`src/pic_consts.vh`:
```
// constants for the prioritized interrupt controller
// assumes a 32-bit axi4-lite slave port on a 100 MHz clock
`ifndef PIC_CONSTS_VH
`define PIC_CONSTS_VH
// ---------------------------------------------------------------
// register byte offsets
// ---------------------------------------------------------------
`define PIC_OFF_ENABLE_ZERO 8'h00
`define PIC_OFF_ENABLE_ONE 8'h04
`define PIC_OFF_PRIO_HIGH_ZERO 8'h08
`define PIC_OFF_PRIO_HIGH_ONE 8'h0C
`define PIC_OFF_PRIO_LOW_ZERO 8'h10
`define PIC_OFF_PRIO_LOW_ONE 8'h14
`define PIC_OFF_TIMER_CONTROL 8'h18
`define PIC_OFF_CORE 8'h1C
`define PIC_OFF_STATUS 8'h20
`define PIC_OFF_MASK 8'h24
`define PIC_OFF_SRC_SET 8'h28
// ---------------------------------------------------------------
// field positions
// ---------------------------------------------------------------
`define PIC_BIT_GLOBAL_EN 7
`define PIC_BIT_EXT_EN_ZERO 0
`define PIC_BIT_EXT_EN_ONE 2
`define PIC_BIT_TRIG_ZERO 0
`define PIC_BIT_REQ_ZERO 1
`define PIC_BIT_TRIG_ONE 2
`define PIC_BIT_REQ_ONE 3
`define PIC_BIT_RETURN_FROM_INTERRUPT_INSTRUCTION 0
`define PIC_BIT_ST_GRANT 0
`define PIC_BIT_ST_RETURN 1
`define PIC_BIT_ST_EXT 2
// ---------------------------------------------------------------
// reset values and timing
// ---------------------------------------------------------------
`define PIC_RST_BYTE 8'h00
`define PIC_VEC_BASE 16'h0003
`define PIC_CLK_PERIOD_NS 10
`define PIC_PCYCLE_CLKS 3'h6
`define PIC_NUM_SRC 15
`endif

```
`src/pic_intc.v`:
```
// prioritized interrupt controller: 15 sources, four levels, nesting
// assumes a core that samples irq_req_o at instruction boundaries and
// pulses grant/return; pins are asynchronous and synchronised here
// Functional notes
// - every source event latches into a pending flag held until cleared; here events on sources 13,14 are dropped and never latch
// - core finishes current instruction, saves pc, jumps to granted vector
// - return instruction releases in-progress level and resumes saved pc
// - high,low priority bits map 00..11 to levels 0..3
// - only a strictly higher level preempts a running routine
// - highest programmed level among enabled pending requests wins
// - equal levels resolved by polling order 0..14, vectors 8 bytes apart
// - two enable registers, four priority registers of 8 bits
// - trigger bit 0 means low level, 1 means falling edge
// - external request arbitrates only while its enable bit is set
// - detected pin event sets its request flag in timer control
// - edge request flag clears by hardware on vectoring
// - low level on either pin raises a wake output
// - pins and keyboard inputs sampled once per six-clock cycle
// - global enable gates all sources before individual enables
//
// The implementer's own choices: the address map and the AXI4-Lite interface to the registers.
`timescale 1ns/1ns
`default_nettype none
`include "pic_consts.vh"
module pic_intc (
  // clock, reset, enable
  input wire clk_i,
  input wire nrst_i,
  input wire ce_i,
  // axi4-lite slave
  input wire [7:0] s_axi_awaddr,
  input wire s_axi_awvalid,
  output wire s_axi_awready,
  input wire [31:0] s_axi_wdata,
  input wire [3:0] s_axi_wstrb,
  input wire s_axi_wvalid,
  output wire s_axi_wready,
  output reg [1:0] s_axi_bresp,
  output reg s_axi_bvalid,
  input wire s_axi_bready,
  input wire [7:0] s_axi_araddr,
  input wire s_axi_arvalid,
  output wire s_axi_arready,
  output reg [31:0] s_axi_rdata,
  output reg [1:0] s_axi_rresp,
  output reg s_axi_rvalid,
  input wire s_axi_rready,
  // external pins and internal sources
  input wire ext_request_pin_zero_n_i,
  input wire ext_request_pin_one_n_i,
  input wire [3:0] keyboard_inputs_i,
  input wire [14:0] src_pulse_i,
  // execution unit
  output wire irq_req_o,
  output reg [15:0] irq_vector_o,
  input wire irq_grant_i,
  input wire irq_return_i,
  output reg [3:0] kbd_sampled_o,
  output wire wake_o,
  output wire irq_o
);
  // ---------------------------------------------------------------
  // helpers
  // ---------------------------------------------------------------
  function [1:0] lvl_of;
    input hi;
    input lo;
    begin
      lvl_of = {hi, lo};
    end
  endfunction
  function [2:0] top_level;
    input [3:0] mask;
    begin
      top_level = mask[3] ? 3'h3 : mask[2] ? 3'h2 : mask[1] ? 3'h1 : mask[0] ? 3'h0 : 3'h4;
    end
  endfunction
  // ---------------------------------------------------------------
  // registers and state
  // ---------------------------------------------------------------
  reg [7:0] enable_reg_zero, enable_reg_one;
  reg [7:0] prio_high_reg_zero, prio_high_reg_one, prio_low_reg_zero, prio_low_reg_one;
  reg [3:0] timer_control_register;
  reg [14:0] pending;
  reg [3:0] in_progress;
  reg [2:0] status, mask;
  reg [2:0] pcnt;
  reg [1:0] sync0, sync1;
  reg [7:0] kbd_sync;
  reg last0, last1;
  reg aw_hold, w_hold;
  reg [7:0] aw_addr;
  reg [31:0] w_data;
  reg [3:0] w_strb;
  // ---------------------------------------------------------------
  // arbitration
  // ---------------------------------------------------------------
  wire [14:0] src_en = {2'h0, enable_reg_one[5:0], enable_reg_zero[6:0]};
  wire [14:0] src_hi = {2'h0, prio_high_reg_one[5:0], prio_high_reg_zero[6:0]};
  wire [14:0] src_lo = {2'h0, prio_low_reg_one[5:0], prio_low_reg_zero[6:0]};
  // sources 13,14 reserved: never enabled
  wire [14:0] eligible = pending & src_en &
                         {15{enable_reg_zero[`PIC_BIT_GLOBAL_EN]}};
  reg [3:0] win_idx;
  reg [1:0] win_lvl;
  reg win_any;
  integer i;
  always @* begin
    win_idx = 4'h0;
    win_lvl = 2'h0;
    win_any = 1'b0;
    // scan from lowest number, replace only on strictly higher level
    for (i = 0; i < `PIC_NUM_SRC; i = i + 1) begin
      if (eligible[i] && (!win_any || lvl_of(src_hi[i], src_lo[i]) > win_lvl)) begin
        win_any = 1'b1;
        win_idx = i[3:0];
        win_lvl = lvl_of(src_hi[i], src_lo[i]);
      end
    end
  end
  wire [2:0] cur_top = top_level(in_progress);
  // preempt only if strictly above the active level
  assign irq_req_o = win_any && (cur_top == 3'h4 || {1'b0, win_lvl} > cur_top);
  always @* begin
    irq_vector_o = `PIC_VEC_BASE + {9'h000, win_idx, 3'h0};
  end
  wire take = ce_i && irq_grant_i && irq_req_o;
  wire leave = ce_i && irq_return_i;
  // ---------------------------------------------------------------
  // pin sampling
  // ---------------------------------------------------------------
  wire tick = (pcnt == `PIC_PCYCLE_CLKS - 3'h1);
  // event on sample edge; sampling once per cycle filters short glitches
  wire ev0 = tick && (timer_control_register[`PIC_BIT_TRIG_ZERO] ?
                      (last0 && !sync0[1]) : !sync0[1]);
  wire ev1 = tick && (timer_control_register[`PIC_BIT_TRIG_ONE] ?
                      (last1 && !sync1[1]) : !sync1[1]);
  assign wake_o = !sync0[1] || !sync1[1];
  // ---------------------------------------------------------------
  // axi4-lite
  // ---------------------------------------------------------------
  assign s_axi_awready = !aw_hold && !s_axi_bvalid;
  assign s_axi_wready = !w_hold && !s_axi_bvalid;
  assign s_axi_arready = !s_axi_rvalid;
  wire do_wr = ce_i && aw_hold && w_hold && !s_axi_bvalid;
  wire do_rd = ce_i && s_axi_arvalid && s_axi_arready;
  wire wsel_tc = do_wr && w_strb[0] && aw_addr == `PIC_OFF_TIMER_CONTROL;
  wire wsel_src = do_wr && w_strb[0] && aw_addr == `PIC_OFF_SRC_SET;
  wire rd_status = do_rd && s_axi_araddr == `PIC_OFF_STATUS;
  reg [31:0] rd_val;
  reg rd_ok;
  always @* begin
    rd_ok = 1'b1;
    rd_val = 32'h0000_0000;
    case (s_axi_araddr)
      `PIC_OFF_ENABLE_ZERO: rd_val[7:0] = enable_reg_zero;
      `PIC_OFF_ENABLE_ONE: rd_val[7:0] = enable_reg_one;
      `PIC_OFF_PRIO_HIGH_ZERO: rd_val[7:0] = prio_high_reg_zero;
      `PIC_OFF_PRIO_HIGH_ONE: rd_val[7:0] = prio_high_reg_one;
      `PIC_OFF_PRIO_LOW_ZERO: rd_val[7:0] = prio_low_reg_zero;
      `PIC_OFF_PRIO_LOW_ONE: rd_val[7:0] = prio_low_reg_one;
      `PIC_OFF_TIMER_CONTROL: rd_val[3:0] = timer_control_register;
      `PIC_OFF_CORE: rd_val[18:0] = {in_progress, pending};
      `PIC_OFF_STATUS: rd_val[2:0] = status;
      `PIC_OFF_MASK: rd_val[2:0] = mask;
      `PIC_OFF_SRC_SET: rd_val[14:0] = pending;
      default: rd_ok = 1'b0;
    endcase
  end
  wire wr_ok = aw_addr <= `PIC_OFF_SRC_SET && aw_addr[1:0] == 2'h0;
  assign irq_o = |(status & mask);
  // ---------------------------------------------------------------
  // sequential
  // ---------------------------------------------------------------
  reg [14:0] next_pending;
  always @* begin
    next_pending = pending;
    // edge sources clear on vectoring; levels stay for software
    if (take && (win_idx != 4'h0 || timer_control_register[`PIC_BIT_TRIG_ZERO]) &&
        (win_idx != 4'h2 || timer_control_register[`PIC_BIT_TRIG_ONE]))
      next_pending[win_idx] = 1'b0;
    if (wsel_src)
      next_pending = next_pending & ~w_data[14:0];
    if (wsel_tc) begin
      next_pending[0] = w_data[`PIC_BIT_REQ_ZERO];
      next_pending[2] = w_data[`PIC_BIT_REQ_ONE];
    end
    // sets win over any clear in the same cycle
    next_pending = next_pending | src_pulse_i;
    if (ev0)
      next_pending[0] = 1'b1;
    if (ev1)
      next_pending[2] = 1'b1;
    next_pending[14:13] = 2'h0;
  end
  always @(posedge clk_i) begin
    if (!nrst_i) begin
      enable_reg_zero <= `PIC_RST_BYTE;
      enable_reg_one <= `PIC_RST_BYTE;
      prio_high_reg_zero <= `PIC_RST_BYTE;
      prio_high_reg_one <= `PIC_RST_BYTE;
      prio_low_reg_zero <= `PIC_RST_BYTE;
      prio_low_reg_one <= `PIC_RST_BYTE;
      timer_control_register <= 4'h0;
      pending <= 15'h0000;
      in_progress <= 4'h0;
      status <= 3'h0;
      mask <= 3'h0;
      pcnt <= 3'h0;
      sync0 <= 2'h3;
      sync1 <= 2'h3;
      kbd_sync <= 8'h00;
      last0 <= 1'b1;
      last1 <= 1'b1;
      kbd_sampled_o <= 4'hF;
      aw_hold <= 1'b0;
      w_hold <= 1'b0;
      aw_addr <= 8'h00;
      w_data <= 32'h0000_0000;
      w_strb <= 4'h0;
      s_axi_bvalid <= 1'b0;
      s_axi_bresp <= 2'h0;
      s_axi_rvalid <= 1'b0;
      s_axi_rresp <= 2'h0;
      s_axi_rdata <= 32'h0000_0000;
    end else if (ce_i) begin
      sync0 <= {sync0[0], ext_request_pin_zero_n_i};
      sync1 <= {sync1[0], ext_request_pin_one_n_i};
      // every keyboard line passes two flops before it is sampled
      kbd_sync <= {kbd_sync[3:0], keyboard_inputs_i};
      pcnt <= tick ? 3'h0 : pcnt + 3'h1;
      if (tick) begin
        last0 <= sync0[1];
        last1 <= sync1[1];
        kbd_sampled_o <= kbd_sync[7:4];
      end
      pending <= next_pending;
      timer_control_register[`PIC_BIT_REQ_ZERO] <= next_pending[0];
      timer_control_register[`PIC_BIT_REQ_ONE] <= next_pending[2];
      if (wsel_tc) begin
        timer_control_register[`PIC_BIT_TRIG_ZERO] <= w_data[`PIC_BIT_TRIG_ZERO];
        timer_control_register[`PIC_BIT_TRIG_ONE] <= w_data[`PIC_BIT_TRIG_ONE];
      end
      // release top level first, then mark newly granted one
      if (take)
        in_progress <= (leave ? (in_progress & ~(4'h1 << cur_top[1:0])) : in_progress)
                       | (4'h1 << win_lvl);
      else if (leave && cur_top != 3'h4)
        in_progress <= in_progress & ~(4'h1 << cur_top[1:0]);
      if (s_axi_awvalid && s_axi_awready) begin
        aw_hold <= 1'b1;
        aw_addr <= s_axi_awaddr;
      end
      if (s_axi_wvalid && s_axi_wready) begin
        w_hold <= 1'b1;
        w_data <= s_axi_wdata;
        w_strb <= s_axi_wstrb;
      end
      if (do_wr) begin
        aw_hold <= 1'b0;
        w_hold <= 1'b0;
        s_axi_bvalid <= 1'b1;
        s_axi_bresp <= wr_ok ? 2'h0 : 2'h2;
        if (w_strb[0]) begin
          case (aw_addr)
            `PIC_OFF_ENABLE_ZERO: enable_reg_zero <= w_data[7:0];
            `PIC_OFF_ENABLE_ONE: enable_reg_one <= {2'h0, w_data[5:0]};
            `PIC_OFF_PRIO_HIGH_ZERO: prio_high_reg_zero <= {1'b0, w_data[6:0]};
            `PIC_OFF_PRIO_HIGH_ONE: prio_high_reg_one <= {2'h0, w_data[5:0]};
            `PIC_OFF_PRIO_LOW_ZERO: prio_low_reg_zero <= {1'b0, w_data[6:0]};
            `PIC_OFF_PRIO_LOW_ONE: prio_low_reg_one <= {2'h0, w_data[5:0]};
            `PIC_OFF_MASK: mask <= w_data[2:0];
            default: mask <= mask;
          endcase
        end
      end else if (s_axi_bvalid && s_axi_bready)
        s_axi_bvalid <= 1'b0;
      if (do_rd) begin
        s_axi_rvalid <= 1'b1;
        s_axi_rdata <= rd_val;
        s_axi_rresp <= rd_ok ? 2'h0 : 2'h2;
      end else if (s_axi_rvalid && s_axi_rready)
        s_axi_rvalid <= 1'b0;
      // read clears status; new events in the same cycle survive
      status <= (rd_status ? 3'h0 : status) | {ev0 || ev1, leave, take};
    end
  end
endmodule
`default_nettype wire

```
`config.mk`:
```
export PLATFORM = sky130hd
export DESIGN_NAME = pic_intc
export DESIGN_NICKNAME = d
export VERILOG_FILES = /design/src/pic_intc.v
export VERILOG_INCLUDE_DIRS = /design/src
export SDC_FILE = /design/constraint.sdc
export NUM_CORES = 1
export LEC_CHECK = 0
export BUFFER_PORTS_ARGS = -buffer_cell sky130_fd_sc_hd__buf_2
export CAP_MARGIN = 20
export CORE_MARGIN = 5
export CORE_UTILIZATION = 56
export CTS_CLUSTER_DIAMETER = 60
export DETAILED_ROUTE_END_ITERATION = 6
export PLACE_DENSITY = 0.81
export SYNTH_ARGS = -nofsm -noshare
export SYNTH_HDL_FRONTEND = slang
export SYNTH_SLANG_ARGS = --single-unit
```
`constraint.sdc`:
```
create_clock -name clk_i -period 24.7 [get_ports clk_i]
set_clock_uncertainty 0.1 [all_clocks]
set_input_delay 2.47 -clock clk_i [delete_from_list [all_inputs] [get_ports clk_i]]
set_output_delay 2.47 -clock clk_i [all_outputs]
set_load 0.01 [all_outputs]
```
==> out/metrics.csv <==
metric,value,unit
tns,0,ns
viasPerCell,6.138,
synthToLayoutAreaGrowth,14.95,%
place_inst,1132,
antenna_found_initial,3,
fin_nets,1083,
clock-root-buffer,clkbuf_16,
timing.fmax,44.45,MHz
r2r-end,pending[7],
synth-edff-count,0,
die_y,123.5,um
drt-total-wl,22030,um
grt_max_degree,67,
clk_pin_slew_worst_paths,0.06,ns
start_util,57.18,%
core-area,12620,um2
synth-warning-count,0,
hpwl,15880,um
cts_hold_buf,0,
grt_overflow,0,
crit_path_end,irq_req_o,
place.gp.congestion,0.9876,
peakVddDrop,0.05698,mV
numClockSinks,131,
finalHoldViolCount,0,
dieWidth,123.5,um
cp_slowest_cell,dfxtp_1,
ys_async_sr_fraction,0,%
grt_util_all_layers,29.40,%
synth-main-ff-cell,dfxtp_1,
power.density,63.93,nW/um2
hp-class,reg2reg,
wl_per_cell,18.89,um
portBuffers,93,
design.die.area,15250,um2
avgSynthCellArea,7.929,um2
critPathMaxStageDelay,0.81,ns
finalCriticalPeriod,22.50,ns
finalNonFillerCells,1166,
cp-start-kind,flip-flop,
grt_pass1_vias,6639,
power_leakage,3.319,nW
fin_area,8294,um2
timing.final.max_slew_violations,0,
drive_gt1_share,15.52,%
worstPathRequired,22.13,ns
clockBufferDepth,2,
rsz0062_at_grt,false,
finalCritPeriodShare,91.08,%
ys_seq_area_share,36.34,%
grt_pass1_wl,34630,um
cts_tree,done,
row_count,41,
cts_resized,0,
synth_cell_type_count,75,
path_class,reg2out,
drc,0,
r2r-start,enable_reg_zero[7],
drtAntennaViolNets,0,
h-tree-depth,4,
cp_max_fo,18,
place_area,7642,um2
cp.arrival,19.93,ns
numCtsBuffers,17,
drtIter0Drc,739,
vias,7157,
post-cts-setup-buffers,0,
clk_latency,0.42,ns
netlist_area,7216,um2
reg2reg_depth,90,
ys_seq_elements,131,
drtPass1Iterations,7,
crit_start,enable_reg_zero[7],
reg2reg_slack,3.84,ns
syn-instance-count,910,
ios,147,
worst-slew-pin-transition,0.9587,ns
status,"finished, final reports clean",
slew_headroom,35.74,%
finalSetupViolCount,0,
nFillCells,1093,
crit_top_cell,ha_1,
crit_path_end_kind,output pin,
drv_cap,0,
==> cell type report <==
cell class                 instances  area, um2  share of cell area, %
multi-input combinational        709       4219                  50.87
tap                              172      215.2                  2.595
antenna                            2      5.005                0.06034
clock buffer                      21      470.5                  5.672
timing repair buffer              98      503.0                  6.064
sequential                       131       2623                  31.62
inverter                          22      82.58                 0.9956
clock inverter                    11      176.4                  2.127
==> cell usage in the layout, fill, tap and decap left out, types with 5 or more instances in the layout <==
cell type	count
a21o_1	5
a21oi_1	75
a221oi_1	14
a222oi_1	6
a22o_1	12
a22oi_1	17
a31oi_1	15
and3_1	11
buf_2	93
buf_4	5
clkbuf_16	17
clkinv_4	5
conb_1	29
dfxtp_1	131
ha_1	21
inv_1	20
mux2i_1	53
nand2_1	151
nand2b_1	5
nand3_1	24
nand3b_1	7
nand4_1	5
nor2_1	102
nor2b_1	15
nor3_1	16
nor4_1	6
o21ai_0	42
o31ai_1	7
==> power by group <==
part	switching, W	internal [W]
clock	0.0000955	0.000178
sequential	0.00000822	0.000218
combinational	0.0000195	0.0000118
total	0.000123	0.000407
==> per-layer routing <==
metal	part of all wire (%)	wire, um	track usage [%]	vias to the layer above
li1	-	-	-	3368
met1	40	8784	37.32	3301
met2	46	10190	47.91	408
met3	9.9	2189	6.908	78
met4	3.9	854	12.39	2
met5	0.064	14	0	-
==> synthesized netlist by cell type, drive strengths merged, types with 4 or more instances <==
cell,number,area share [%]
a21o,5,0.52
nor4,7,0.61
nor3,17,1.2
nor2,102,5.3
nand2,151,7.9
nand4b,4,0.49
o31ai,7,0.73
mux2i,53,7.4
a22oi,17,1.8
clkbuf,40,2.1
and3,11,0.95
dfxtp,131,36
nor2b,15,1.3
inv,21,1.1
a222oi,6,0.83
a31oi,15,1.3
a22o,12,1.5
nand3,24,1.7
a221oi,15,1.9
buf,35,3.5
o21ai,43,3.0
nand3b,7,0.73
nand4,6,0.61
a21oi,76,5.3
ha,21,3.6
nand2b,5,0.43
a211oi,7,1.0
==> kinds of logic (layout without fill, tap and decap cells) <==
| logic type | Yosys count | count (layout) | synth area share, % |
|---|---|---|---|
| simple gates | 368 | 368 | 23.20 |
| compound gates | 234 | 234 | 22.04 |
| flops | 131 | 131 | 36.34 |
| buf+inv | 97 | 152 | 6.676 |
| mux | 56 | 56 | 7.872 |
| fa+ha+maj | 21 | 21 | 3.641 |
| other cells | 2 | 31 | 0.1041 |
| xor+xnor | 1 | 1 | 0.1214 |
==> registers in the layout, indices dropped and copies added, names as in the netlist, 6 cells and up <==
name,flops
prio_low_reg_one,6
enable_reg_one,6
pending,12
s_axi_rdata,17
aw_addr,8
prio_high_reg_zero,7
prio_high_reg_one,6
prio_low_reg_zero,7
enable_reg_zero,8
kbd_sync,8
w_data,13
==> worst max-delay path, delay by kind of cell (launching register included) <==
| kind | cells | cell delay (ns) |
|---|---|---|
| compound gates | 39 | 9.39 |
| fa+ha+maj | 13 | 3.72 |
| buf+inv | 4 | 0.60 |
| flops | 1 | 0.81 |
| mux | 4 | 1.23 |
| simple gates | 27 | 3.77 |
==> through the flow <==
stage               hold WS, ns  setup slack (ns)  util, %  total power [W]
finish                   0.3486             2.204    65.72        0.0005302
floorplan                0.3308             5.666        -        0.0002505
CTS                      0.3536             2.400    65.69        0.0005287
detailed placement       0.3458             2.927    60.56        0.0002602
global route             0.3732            0.5548    65.72        0.0005442
global placement         0.3397             3.251    60.56        0.0002595
==> worst min-delay path by stage <==
| stage | startpoint | to | slack (ns) | cells after the start |
|---|---|---|---|---|
| finish | aw_addr[0] | aw_addr[0] | 0.35 | 2 |
| global route | aw_addr[1] | aw_addr[1] | 0.37 | 2 |
| CTS | aw_addr[1] | aw_addr[1] | 0.35 | 2 |
| detailed placement | aw_addr[1] | aw_addr[1] | 0.35 | 2 |
| global placement | s_axi_rdata[9] | s_axi_rdata[9] | 0.34 | 2 |
| floorplan | aw_addr[7] | aw_addr[7] | 0.33 | 2 |
Power figures use the tool's default switching activity.
